==> config.mk <==
export PLATFORM = sky130hd
export DESIGN_NAME = pbr_supervisor
export DESIGN_NICKNAME = d
export VERILOG_FILES = /design/src/pbr_pkg.sv /design/src/pbr_supervisor.sv
export SDC_FILE = /design/constraint.sdc
export NUM_CORES = 1
export LEC_CHECK = 0
export BUFFER_PORTS_ARGS = -buffer_cell sky130_fd_sc_hd__buf_2
export CORE_ASPECT_RATIO = 0.5
export CORE_UTILIZATION = 56
export DETAILED_ROUTE_END_ITERATION = 8
export MAX_ROUTING_LAYER = met4
export PLACE_DENSITY = 0.79
export SKIP_LAST_GASP = 1
export SLEW_MARGIN = 20
export SYNTH_ARGS = -nofsm -noshare
export SYNTH_HDL_FRONTEND = slang
export SYNTH_SLANG_ARGS = --single-unit
export TNS_END_PERCENT = 10
==> constraint.sdc <==
create_clock -name aclk -period 3.18 [get_ports aclk]
set_clock_uncertainty 0.15 [all_clocks]
set_input_delay 0.159 -clock aclk [delete_from_list [all_inputs] [get_ports aclk]]
set_output_delay 0.159 -clock aclk [all_outputs]
set_load 0.02 [all_outputs]
==> src/pbr_pkg.sv <==
package pbr_pkg;

	// clock and timing
	localparam int unsigned CLK_FREQ_HZ      = 20_000_000;
	localparam int unsigned CYC_PER_US       = CLK_FREQ_HZ / 1_000_000;
	localparam int unsigned CYC_PER_MS       = CLK_FREQ_HZ / 1_000;
	localparam int unsigned NOTIFY_PULSE_US  = 128;
	localparam int unsigned NOTIFY_PULSE_CYC = NOTIFY_PULSE_US * CYC_PER_US;
	localparam int unsigned NOTIFY_W         = 12;
	localparam int unsigned HOLD_W           = 29;
	localparam int unsigned WAKE_SHORT_MS    = 80;
	localparam int unsigned WAKE_LONG_MS     = 1_000;
	localparam int unsigned RESET_HOLD0_MS   = 5_000;
	localparam int unsigned RESET_HOLD1_MS   = 9_000;
	localparam int unsigned RESET_HOLD2_MS   = 11_000;
	localparam int unsigned RESET_HOLD3_MS   = 15_000;
	localparam int unsigned RESET_PULSE_MS   = 400;

	// register byte offsets
	localparam logic [7:0] REG_CTRL   = 8'h00;
	localparam logic [7:0] REG_BUTTON = 8'h04;
	localparam logic [7:0] REG_STATUS = 8'h08;

	// control register fields
	localparam int unsigned CTRL_WAKE_SEL    = 0;
	localparam int unsigned CTRL_RESET_SEL   = 1;
	localparam int unsigned CTRL_RECOVERY    = 3;
	localparam int unsigned CTRL_NEEDS_INPUT = 4;
	localparam int unsigned CTRL_CHARGE_EN   = 5;
	localparam int unsigned CTRL_SYS_EN      = 6;
	localparam int unsigned CTRL_MODE        = 8;

	// button register fields
	localparam int unsigned BTN_WAKE_FIRST  = 0;
	localparam int unsigned BTN_WAKE_SECOND = 1;
	localparam int unsigned BTN_RESET_FAULT = 2;

	// status register fields
	localparam int unsigned STAT_STATE    = 0;
	localparam int unsigned STAT_OV       = 2;
	localparam int unsigned STAT_UV       = 3;
	localparam int unsigned STAT_ILIM     = 4;
	localparam int unsigned STAT_DPM      = 5;
	localparam int unsigned STAT_TIMER    = 6;
	localparam int unsigned STAT_TEMP     = 7;
	localparam int unsigned STAT_PG       = 10;
	localparam int unsigned STAT_RST_BUSY = 11;

	// reset values and bus response codes
	localparam logic       RST_CHARGE_EN = 1'b1;
	localparam logic       RST_SYS_EN    = 1'b1;
	localparam logic [1:0] RESP_OKAY     = 2'h0;
	localparam logic [1:0] RESP_SLVERR   = 2'h2;

	typedef enum logic [2:0] {
		MODE_READY      = 3'b000,
		MODE_CHARGE     = 3'b001,
		MODE_ACTIVE_BAT = 3'b010,
		MODE_SHIP       = 3'b011,
		MODE_HIZ        = 3'b100
	} pbr_mode_e;

	typedef enum logic [1:0] {
		CHG_READY    = 2'b00,
		CHG_CHARGING = 2'b01,
		CHG_DONE     = 2'b10,
		CHG_FAULT    = 2'b11
	} pbr_chg_state_e;

	typedef enum logic [2:0] {
		TEMP_NORMAL = 3'b000,
		TEMP_COLD   = 3'b001,
		TEMP_COOL   = 3'b010,
		TEMP_WARM   = 3'b011,
		TEMP_HOT    = 3'b100
	} pbr_temp_e;

	typedef struct packed {
		logic [7:0]  awaddr;
		logic        awvalid;
		logic [31:0] wdata;
		logic [3:0]  wstrb;
		logic        wvalid;
		logic        bready;
		logic [7:0]  araddr;
		logic        arvalid;
		logic        rready;
	} pbr_axi_req_s;

	typedef struct packed {
		logic        awready;
		logic        wready;
		logic [1:0]  bresp;
		logic        bvalid;
		logic        arready;
		logic [31:0] rdata;
		logic [1:0]  rresp;
		logic        rvalid;
	} pbr_axi_rsp_s;

	typedef struct packed {
		logic      battery_present;
		logic      input_valid;
		logic      input_stable;
		logic      input_in_window;
		logic      input_overvoltage;
		logic      input_undervoltage;
		logic      input_current_limit;
		logic      input_power_mgmt;
		logic      safety_timer_fault;
		pbr_temp_e temp_zone;
		logic      charge_done;
	} pbr_cond_s;

	typedef struct packed {
		logic charge_en;
		logic temp_sense_en;
		logic power_good_out;
		logic halve_charge_current;
		logic lower_regulation_target;
		logic reduce_input_current;
		logic limit_input_current;
		logic recharge_watch;
	} pbr_chg_s;

endpackage : pbr_pkg

==> src/pbr_supervisor.sv <==
// The implementer's own choices: the register offsets and the AXI4-Lite register port.
`timescale 1ns/100ps
`default_nettype none

module pbr_supervisor #(
	parameter logic [pbr_pkg::HOLD_W-1:0] WAKE_SHORT_CYC  = pbr_pkg::HOLD_W'(pbr_pkg::WAKE_SHORT_MS * pbr_pkg::CYC_PER_MS),
	parameter logic [pbr_pkg::HOLD_W-1:0] WAKE_LONG_CYC   = pbr_pkg::HOLD_W'(pbr_pkg::WAKE_LONG_MS * pbr_pkg::CYC_PER_MS),
	parameter logic [pbr_pkg::HOLD_W-1:0] RESET_HOLD0_CYC = pbr_pkg::HOLD_W'(pbr_pkg::RESET_HOLD0_MS * pbr_pkg::CYC_PER_MS),
	parameter logic [pbr_pkg::HOLD_W-1:0] RESET_HOLD1_CYC = pbr_pkg::HOLD_W'(pbr_pkg::RESET_HOLD1_MS * pbr_pkg::CYC_PER_MS),
	parameter logic [pbr_pkg::HOLD_W-1:0] RESET_HOLD2_CYC = pbr_pkg::HOLD_W'(pbr_pkg::RESET_HOLD2_MS * pbr_pkg::CYC_PER_MS),
	parameter logic [pbr_pkg::HOLD_W-1:0] RESET_HOLD3_CYC = pbr_pkg::HOLD_W'(pbr_pkg::RESET_HOLD3_MS * pbr_pkg::CYC_PER_MS),
	parameter logic [pbr_pkg::HOLD_W-1:0] RESET_PULSE_CYC = pbr_pkg::HOLD_W'(pbr_pkg::RESET_PULSE_MS * pbr_pkg::CYC_PER_MS)
) (
	// clock and reset
	input  wire logic                  aclk,
	input  wire logic                  aresetn,
	// register bus
	input  wire pbr_pkg::pbr_axi_req_s axi_req,
	output var  pbr_pkg::pbr_axi_rsp_s axi_rsp,
	// button and supply conditions, asynchronous
	input  wire logic                  button_in_n,
	input  wire pbr_pkg::pbr_cond_s    cond_in,
	// host side
	output var  logic                  host_notify,
	output var  logic                  reset_out_n,
	// power path and charger control
	output var  pbr_pkg::pbr_mode_e    op_mode,
	output var  logic                  system_output_en,
	output var  pbr_pkg::pbr_chg_s     charger
);

	localparam logic [pbr_pkg::NOTIFY_W-1:0] NOTIFY_CYC = pbr_pkg::NOTIFY_W'(pbr_pkg::NOTIFY_PULSE_CYC);
	localparam logic [pbr_pkg::HOLD_W-1:0]   HOLD_MAX   = '1;

	// synchronisers
	logic                        btn_meta;
	logic                        btn_sync;
	pbr_pkg::pbr_cond_s          cond_meta;
	pbr_pkg::pbr_cond_s          cond;
	pbr_pkg::pbr_cond_s          cond_q;

	// control fields
	logic                        button_wake_select;
	logic [1:0]                  button_reset_select;
	logic                        button_recovery_select;
	logic                        reset_needs_input_select;
	logic                        charge_enable;

	// button tracking
	logic [pbr_pkg::HOLD_W-1:0]  hold_cnt;
	logic [pbr_pkg::HOLD_W-1:0]  wake_time;
	logic [pbr_pkg::HOLD_W-1:0]  reset_time;
	logic [pbr_pkg::HOLD_W-1:0]  rst_cnt;
	logic                        reset_armed;
	pbr_pkg::pbr_mode_e          prior_mode;
	logic                        prior_sys_en;
	logic                        button_active;
	logic                        btn_low;
	logic                        wake_hit;
	logic                        reset_hit;
	logic                        reset_end;
	logic                        wake_flag_first;
	logic                        wake_flag_second;
	logic                        reset_fault;

	// fault tracking
	logic                        fault_event;
	logic [pbr_pkg::NOTIFY_W-1:0] notify_cnt;
	pbr_pkg::pbr_chg_state_e     charge_state;
	pbr_pkg::pbr_chg_state_e     next_charge_state;
	pbr_pkg::pbr_chg_s           next_charger;

	// bus
	logic                        wr_fire;
	logic                        rd_fire;
	logic                        btn_read;
	logic [31:0]                 rd_word;
	logic                        rd_hit;

	// two flip-flops on button_in_n and every cond_in pin before use
	always_ff @(posedge aclk)
	begin
		if (!aresetn)
		begin
			btn_meta  <= 1'b1;
			btn_sync  <= 1'b1;
			cond_meta <= '0;
			cond      <= '0;
			cond_q    <= '0;
		end
		else
		begin
			btn_meta  <= button_in_n;
			btn_sync  <= btn_meta;
			cond_meta <= cond_in;
			cond      <= cond_meta;
			cond_q    <= cond;
		end
	end

	assign btn_low       = !btn_sync;
	assign button_active = cond.battery_present
		|| (cond.input_valid && cond.input_stable && charge_enable);

	// separate selectors for the wake hold and the reset hold
	always_comb
	begin
		wake_time = button_wake_select ? WAKE_LONG_CYC : WAKE_SHORT_CYC;
		unique case (button_reset_select)
			2'b00: reset_time = RESET_HOLD0_CYC;
			2'b01: reset_time = RESET_HOLD1_CYC;
			2'b10: reset_time = RESET_HOLD2_CYC;
			2'b11: reset_time = RESET_HOLD3_CYC;
		endcase
	end

	// hold counter restarts on every release, so a fresh press must pass the wake time again
	always_ff @(posedge aclk)
	begin
		if (!aresetn || !btn_low || !button_active)
			hold_cnt <= '0;
		else if (hold_cnt != HOLD_MAX)
			hold_cnt <= hold_cnt + 1'b1;
	end

	assign wake_hit  = btn_low && button_active && (hold_cnt == wake_time - 1'b1);
	assign reset_hit = btn_low && button_active && reset_armed
		&& (hold_cnt == reset_time - 1'b1)
		&& (hold_cnt >= wake_time - 1'b1)
		&& (!reset_needs_input_select || cond.input_in_window);
	assign reset_end = (rst_cnt == {{(pbr_pkg::HOLD_W-1){1'b0}}, 1'b1});

	// a reset fires once per press; release rearms it
	always_ff @(posedge aclk)
	begin
		if (!aresetn)
			reset_armed <= 1'b1;
		else if (reset_hit)
			reset_armed <= 1'b0;
		else if (!btn_low)
			reset_armed <= 1'b1;
	end

	// reset pulse width counter
	always_ff @(posedge aclk)
	begin
		if (!aresetn)
		begin
			rst_cnt     <= '0;
			reset_out_n <= 1'b1;
		end
		else if (reset_hit)
		begin
			rst_cnt     <= RESET_PULSE_CYC;
			reset_out_n <= 1'b0;
		end
		else if (rst_cnt != '0)
		begin
			rst_cnt     <= rst_cnt - 1'b1;
			reset_out_n <= reset_end;
		end
	end

	// mode and system output remembered at the start of the press
	always_ff @(posedge aclk)
	begin
		if (!aresetn)
		begin
			prior_mode   <= pbr_pkg::MODE_READY;
			prior_sys_en <= pbr_pkg::RST_SYS_EN;
		end
		else if (btn_low && button_active && hold_cnt == '0)
		begin
			prior_mode   <= op_mode;
			prior_sys_en <= system_output_en;
		end
	end

	// operating mode and system output: software writes, reset recovery overrides
	always_ff @(posedge aclk)
	begin
		if (!aresetn)
		begin
			op_mode          <= pbr_pkg::MODE_READY;
			system_output_en <= pbr_pkg::RST_SYS_EN;
		end
		else if (reset_end)
		begin
			if (cond.input_valid)
				op_mode <= prior_mode;
			else if (button_recovery_select)
				op_mode <= pbr_pkg::MODE_HIZ;
			else
				op_mode <= pbr_pkg::MODE_SHIP;
			if (!prior_sys_en && (!cond.input_valid ? button_recovery_select
				: (prior_mode == pbr_pkg::MODE_HIZ || prior_mode == pbr_pkg::MODE_ACTIVE_BAT)))
				system_output_en <= 1'b1;
		end
		else if (wr_fire && axi_req.awaddr == pbr_pkg::REG_CTRL)
		begin
			if (axi_req.wstrb[0])
				system_output_en <= axi_req.wdata[pbr_pkg::CTRL_SYS_EN];
			if (axi_req.wstrb[1])
				op_mode <= pbr_pkg::pbr_mode_e'(axi_req.wdata[pbr_pkg::CTRL_MODE +: 3]);
		end
	end

	// sticky button flags; a new event in the reading cycle wins over the clear
	always_ff @(posedge aclk)
	begin
		if (!aresetn)
		begin
			wake_flag_first  <= 1'b0;
			wake_flag_second <= 1'b0;
			reset_fault      <= 1'b0;
		end
		else
		begin
			if (wake_hit && !button_wake_select)
				wake_flag_first <= 1'b1;
			else if (btn_read)
				wake_flag_first <= 1'b0;
			if (wake_hit && button_wake_select)
				wake_flag_second <= 1'b1;
			else if (btn_read)
				wake_flag_second <= 1'b0;
			if (reset_hit)
				reset_fault <= 1'b1;
			else if (btn_read)
				reset_fault <= 1'b0;
		end
	end

	// rising edge of any fault or status condition
	assign fault_event = (cond.input_overvoltage && !cond_q.input_overvoltage)
		|| (cond.input_undervoltage && !cond_q.input_undervoltage)
		|| (cond.input_current_limit && !cond_q.input_current_limit)
		|| (cond.input_power_mgmt && !cond_q.input_power_mgmt)
		|| (cond.safety_timer_fault && !cond_q.safety_timer_fault)
		|| (cond.temp_zone != pbr_pkg::TEMP_NORMAL && cond.temp_zone != cond_q.temp_zone)
		|| (cond.charge_done && !cond_q.charge_done);

	// notify pulse, restarted by each new event
	always_ff @(posedge aclk)
	begin
		if (!aresetn)
		begin
			notify_cnt  <= '0;
			host_notify <= 1'b0;
		end
		else if (wake_hit || reset_hit || fault_event)
		begin
			notify_cnt  <= NOTIFY_CYC;
			host_notify <= 1'b1;
		end
		else if (notify_cnt != '0)
		begin
			notify_cnt  <= notify_cnt - 1'b1;
			host_notify <= (notify_cnt != {{(pbr_pkg::NOTIFY_W-1){1'b0}}, 1'b1});
		end
	end

	// present-condition charge state and charger actions
	always_comb
	begin
		if (cond.input_overvoltage || cond.input_power_mgmt || cond.safety_timer_fault
			|| cond.temp_zone != pbr_pkg::TEMP_NORMAL)
			next_charge_state = pbr_pkg::CHG_FAULT;
		else if (cond.charge_done)
			next_charge_state = pbr_pkg::CHG_DONE;
		else if (charge_enable && cond.input_valid && !cond.input_undervoltage)
			next_charge_state = pbr_pkg::CHG_CHARGING;
		else
			next_charge_state = pbr_pkg::CHG_READY;
		next_charger.charge_en = charge_enable && !cond.input_overvoltage && !cond.input_undervoltage
			&& !cond.safety_timer_fault && !cond.charge_done
			&& cond.temp_zone != pbr_pkg::TEMP_COLD && cond.temp_zone != pbr_pkg::TEMP_HOT;
		next_charger.temp_sense_en           = !cond.safety_timer_fault && !cond.input_overvoltage
			&& !cond.input_undervoltage;
		next_charger.power_good_out          = cond.input_valid && !cond.input_overvoltage
			&& !cond.input_undervoltage;
		next_charger.halve_charge_current    = cond.temp_zone == pbr_pkg::TEMP_COOL;
		next_charger.lower_regulation_target = cond.temp_zone == pbr_pkg::TEMP_WARM;
		next_charger.reduce_input_current    = cond.input_power_mgmt;
		next_charger.limit_input_current     = cond.input_current_limit;
		next_charger.recharge_watch          = cond.charge_done;
	end

	always_ff @(posedge aclk)
	begin
		if (!aresetn)
		begin
			charge_state <= pbr_pkg::CHG_READY;
			charger      <= '0;
		end
		else
		begin
			charge_state <= next_charge_state;
			charger      <= next_charger;
		end
	end

	// bus slave: address and data taken together, one cycle after both are offered
	assign wr_fire  = axi_rsp.awready && axi_req.awvalid && axi_rsp.wready && axi_req.wvalid;
	assign rd_fire  = axi_rsp.arready && axi_req.arvalid;
	assign btn_read = rd_fire && axi_req.araddr == pbr_pkg::REG_BUTTON;

	always_ff @(posedge aclk)
	begin
		if (!aresetn)
		begin
			button_wake_select       <= 1'b0;
			button_reset_select      <= 2'h0;
			button_recovery_select   <= 1'b0;
			reset_needs_input_select <= 1'b0;
			charge_enable            <= pbr_pkg::RST_CHARGE_EN;
		end
		else if (wr_fire && axi_req.awaddr == pbr_pkg::REG_CTRL && axi_req.wstrb[0])
		begin
			button_wake_select       <= axi_req.wdata[pbr_pkg::CTRL_WAKE_SEL];
			button_reset_select      <= axi_req.wdata[pbr_pkg::CTRL_RESET_SEL +: 2];
			button_recovery_select   <= axi_req.wdata[pbr_pkg::CTRL_RECOVERY];
			reset_needs_input_select <= axi_req.wdata[pbr_pkg::CTRL_NEEDS_INPUT];
			charge_enable            <= axi_req.wdata[pbr_pkg::CTRL_CHARGE_EN];
		end
	end

	always_comb
	begin
		rd_word = '0;
		rd_hit  = 1'b1;
		unique case (axi_req.araddr)
			pbr_pkg::REG_CTRL:
			begin
				rd_word[pbr_pkg::CTRL_WAKE_SEL]       = button_wake_select;
				rd_word[pbr_pkg::CTRL_RESET_SEL +: 2] = button_reset_select;
				rd_word[pbr_pkg::CTRL_RECOVERY]       = button_recovery_select;
				rd_word[pbr_pkg::CTRL_NEEDS_INPUT]    = reset_needs_input_select;
				rd_word[pbr_pkg::CTRL_CHARGE_EN]      = charge_enable;
				rd_word[pbr_pkg::CTRL_SYS_EN]         = system_output_en;
				rd_word[pbr_pkg::CTRL_MODE +: 3]      = op_mode;
			end
			pbr_pkg::REG_BUTTON:
			begin
				rd_word[pbr_pkg::BTN_WAKE_FIRST]  = wake_flag_first;
				rd_word[pbr_pkg::BTN_WAKE_SECOND] = wake_flag_second;
				rd_word[pbr_pkg::BTN_RESET_FAULT] = reset_fault;
			end
			pbr_pkg::REG_STATUS:
			begin
				rd_word[pbr_pkg::STAT_STATE +: 2] = charge_state;
				rd_word[pbr_pkg::STAT_OV]         = cond.input_overvoltage;
				rd_word[pbr_pkg::STAT_UV]         = cond.input_undervoltage;
				rd_word[pbr_pkg::STAT_ILIM]       = cond.input_current_limit;
				rd_word[pbr_pkg::STAT_DPM]        = cond.input_power_mgmt;
				rd_word[pbr_pkg::STAT_TIMER]      = cond.safety_timer_fault;
				rd_word[pbr_pkg::STAT_TEMP +: 3]  = cond.temp_zone;
				rd_word[pbr_pkg::STAT_PG]         = charger.power_good_out;
				rd_word[pbr_pkg::STAT_RST_BUSY]   = !reset_out_n;
			end
			default:
				rd_hit = 1'b0;
		endcase
	end

	always_ff @(posedge aclk)
	begin
		if (!aresetn)
			axi_rsp <= '0;
		else
		begin
			axi_rsp.awready <= axi_req.awvalid && axi_req.wvalid && !axi_rsp.awready && !axi_rsp.bvalid;
			axi_rsp.wready  <= axi_req.awvalid && axi_req.wvalid && !axi_rsp.awready && !axi_rsp.bvalid;
			if (wr_fire)
			begin
				axi_rsp.bvalid <= 1'b1;
				axi_rsp.bresp  <= (axi_req.awaddr == pbr_pkg::REG_CTRL) ? pbr_pkg::RESP_OKAY : pbr_pkg::RESP_SLVERR;
			end
			else if (axi_req.bready)
				axi_rsp.bvalid <= 1'b0;
			axi_rsp.arready <= axi_req.arvalid && !axi_rsp.arready && !axi_rsp.rvalid;
			if (rd_fire)
			begin
				axi_rsp.rvalid <= 1'b1;
				axi_rsp.rdata  <= rd_word;
				axi_rsp.rresp  <= rd_hit ? pbr_pkg::RESP_OKAY : pbr_pkg::RESP_SLVERR;
			end
			else if (axi_req.rready)
				axi_rsp.rvalid <= 1'b0;
		end
	end

endmodule : pbr_supervisor

`default_nettype wire

==> results.py <==
metrics = {
    "drt": {
        "initialDrtViolationCount": 401,
        "routed_via_density": 5.63,
        "dr.pass1.iters": 6,
        "route.detailed.drc": 0,
        "wl_um": 16500,
        "dr_total_vias": 6031,
        "avgRoutedWirePerCell_um": 15.4,
        "route.antenna.remaining_nets": 0,
    },
    "sta": {
        "drv_slew": 0,
        "fin_crit_sh_pct": 89.2,
        "max_clock_freq_mhz": 353,
        "period_minus_slack_ps": 2840,
        "hold_viol": 0,
        "worst_pin_slew_ps": 943,
        "fin_setup_tns_ps": 0,
        "finalSetupViolCount": 0,
        "slew_headroom_pct": 37.0,
        "rsz0062_at_grt": "false",
    },
    "synthesis": {
        "synth_area_leaders": "dfxtp_1 (44%), nor2_1 (5.3%), and2_1 (3.4%)",
        "synth.most_common_cell": "dfxtp_1",
        "synthTopCellsByCount": "dfxtp_1 (152), nor2_1 (98), nand2_1 (47)",
        "synth_top_cell_area_share_pct": 43.7,
        "async_reset_ff_share_pct": 0,
        "ys_types": 65,
        "yosysTopAreaCell": "dfxtp_1",
        "syn_area_per_cell_um2": 8.77,
        "synth_cells": 794,
        "synth-seq-area-share_pct": 43.7,
        "synth_area_um2": 6960,
        "synth_flop_cell": "dfxtp_1",
        "yosys_warnings": 0,
        "ys_seq_elements": 152,
        "synth_edf_count": 0,
    },
    "die": {
        "start_util_pct": 58.3,
        "dieWidth_um": 160,
        "core_region_area_um2": 11900,
        "die_area_um2": 12900,
        "row_count": 28,
        "io_pins": 128,
        "chipHeight_um": 80.8,
    },
    "setup_path": {
        "arrival_ps": 3010,
        "path_max_fanout": 8,
        "path_delay_family": "simple AND/OR/NAND/NOR gates",
        "worstSetupStartpoint": "rst_cnt[9]$_SDFFE_PN0P_",
        "cpMaxStageDelayCell": "or4_1",
        "r2r-start": "rst_cnt[9]$_SDFFE_PN0P_",
        "critPathRequiredTime_ps": 3350,
        "slowest_delay_ps": 660,
        "critical_path_buf_inv_count": 0,
        "cp_common_cell": "or4_4",
        "path_class": "reg -> reg",
        "start_kind": "flop",
        "path_cells": "or4_4 > or4_4 > or4_1 > nor2_8 > nor2_1 > a311oi_2",
        "crit_path_end_kind": "flop",
    },
    "global_route": {
        "track_usage_pct": 27.2,
        "antenna_found_initial": 0,
        "grt_pass1_wl_um": 27200,
        "overflow": 0,
        "grt_max_degree": 39,
        "grt_pass1_vias": 5752,
    },
    "final_layout": {
        "drive_gt1_share_pct": 15.1,
        "num-nets-final": 982,
        "fill_cells": 929,
        "diodes": 0,
        "syn2layout_area_growth_pct": 19.1,
        "multiInputGateArea_um2": 3550,
        "regArea_um2": 3040,
        "final_util_pct": 69.4,
    },
    "clock_tree": {
        "cts_tree": "yes",
        "clkTransAtPathRegs_ps": 60,
        "root_buffer": "clkbuf_16",
        "cts_resized": 0,
        "clk_latency_ps": 420,
        "cts_made_buffers": 17,
        "cts.sinks": 152,
        "cts_buffer_depth": 2,
        "h-tree-depth": 4,
    },
    "power": {
        "peakVddDrop_mv": 0.504,
        "p_leak_uw": 0.00331,
        "power_density_nw_per_um2": 754,
    },
    "place": {
        "post-dp-hpwl_um": 10900,
        "port_buffers": 81,
        "place.gp.congestion": 0.852,
    },
    "hold_path": {
        "hold_path_class": "in -> reg",
        "hp-start": "aresetn",
    },
    "outcome": {
        "outcome": "completed",
    },
    "run": {
        "cap_viol_max_count": 0,
    },
}
-- placed cells by master (no fill, tap or decap), types with 22 or more instances in the layout --
cell,count
xor2_1,27
xnor2_1,25
nor3_1,41
dlygate4sd3_1,28
buf_2,81
nand2_1,47
nor2_1,98
dfxtp_1,152
a21oi_1,24
inv_1,28
nand3_1,27
and2_1,38
conb_1,22
-- power breakdown --
part           switching, uW  internal (uW)
Combinational           1100            799
Clock                    786           1220
Sequential               214           2140
-- through the flow --
| step | area [um2] | setup slack, ps | hold WS (ps) | cells | power, uW |
|---|---|---|---|---|---|
| 3_5_place_dp | 7420 | 363 | 198 | 1011 | 4220 |
| 3_3_place_gp | 7420 | 400 | 202 | 1011 | 4170 |
| 6_report | 8290 | 344 | 26.3 | 1071 | 6250 |
| 5_1_grt | 8290 | 162 | 34.4 | 1071 | 6580 |
| 4_1_cts | 8290 | 341 | 3.89 | 1071 | 6250 |
| 2_1_floorplan | 7040 | 605 | 110 | 815 | 3880 |
-- area by class of cell --
cell class	instances	share of cell area (%)
sequential	152	36.7
clock buffer	21	5.67
tap	165	2.49
inverter	28	1.27
clock inverter	11	1.48
timing repair buffer	122	9.60
multi-input combinational	572	42.8
-- sequential cells by signal, indices dropped and copies added, names as in the netlist, 2 cells and up --
| name | count |
|---|---|
| cond_meta | 13 |
| notify_cnt | 12 |
| charge_state | 2 |
| cond_q | 6 |
| op_mode | 3 |
| prior_mode | 3 |
| cond | 13 |
| hold_cnt | 29 |
| axi_rsp | 18 |
| charger | 8 |
| rst_cnt | 29 |
| button_reset_select | 2 |
-- what timing repair did --
item,CTS,global route
buffers inserted,0,0
hold buffers,28,0
hold endpoints to repair,26,0
-- routing by layer --
metal	wire length [um]	vias to the layer above	track usage, %
met3	770	35	4.90
met1	7200	2874	30.8
li1	-	2945	-
met4	308	0	10.4
met5	0	-	-
met2	8270	177	48.9
-- path summary, 6_finish.rpt --
kind	slack (ps)	to	depth (start not counted)
max	340	op_mode[2]$_SDFFE_PN0P_	6
min reg2reg	270	btn_sync$_SDFF_PN1_	1
max reg2reg	340	op_mode[2]$_SDFFE_PN0P_	6
min	30	cond_meta[9]$_SDFF_PN0_	2
-- worst reg2reg max path, delay by kind of cell, from the launching register on --
kind | cells | cell delay, ps
DFF | 1 | 350
AOI/OAI and AO/OA | 1 | 230
and+or+nand+nor | 5 | 2020
-- cells by family (layout without fill, tap and decap cells) --
kind of cell    after synthesis  in the layout  synth area share (%)
fa+ha+maj                    16             16                  2.88
other cells                   1             22                0.0539
compound gates              104            104                  10.2
flops                       152            152                  43.7
simple gates                359            359                  27.4
xor+xnor                     52             52                  6.54
buf+inv                      91            182                  6.45
mux                          19             19                  2.79
Note: power is estimated with default switching activity, not from simulation.
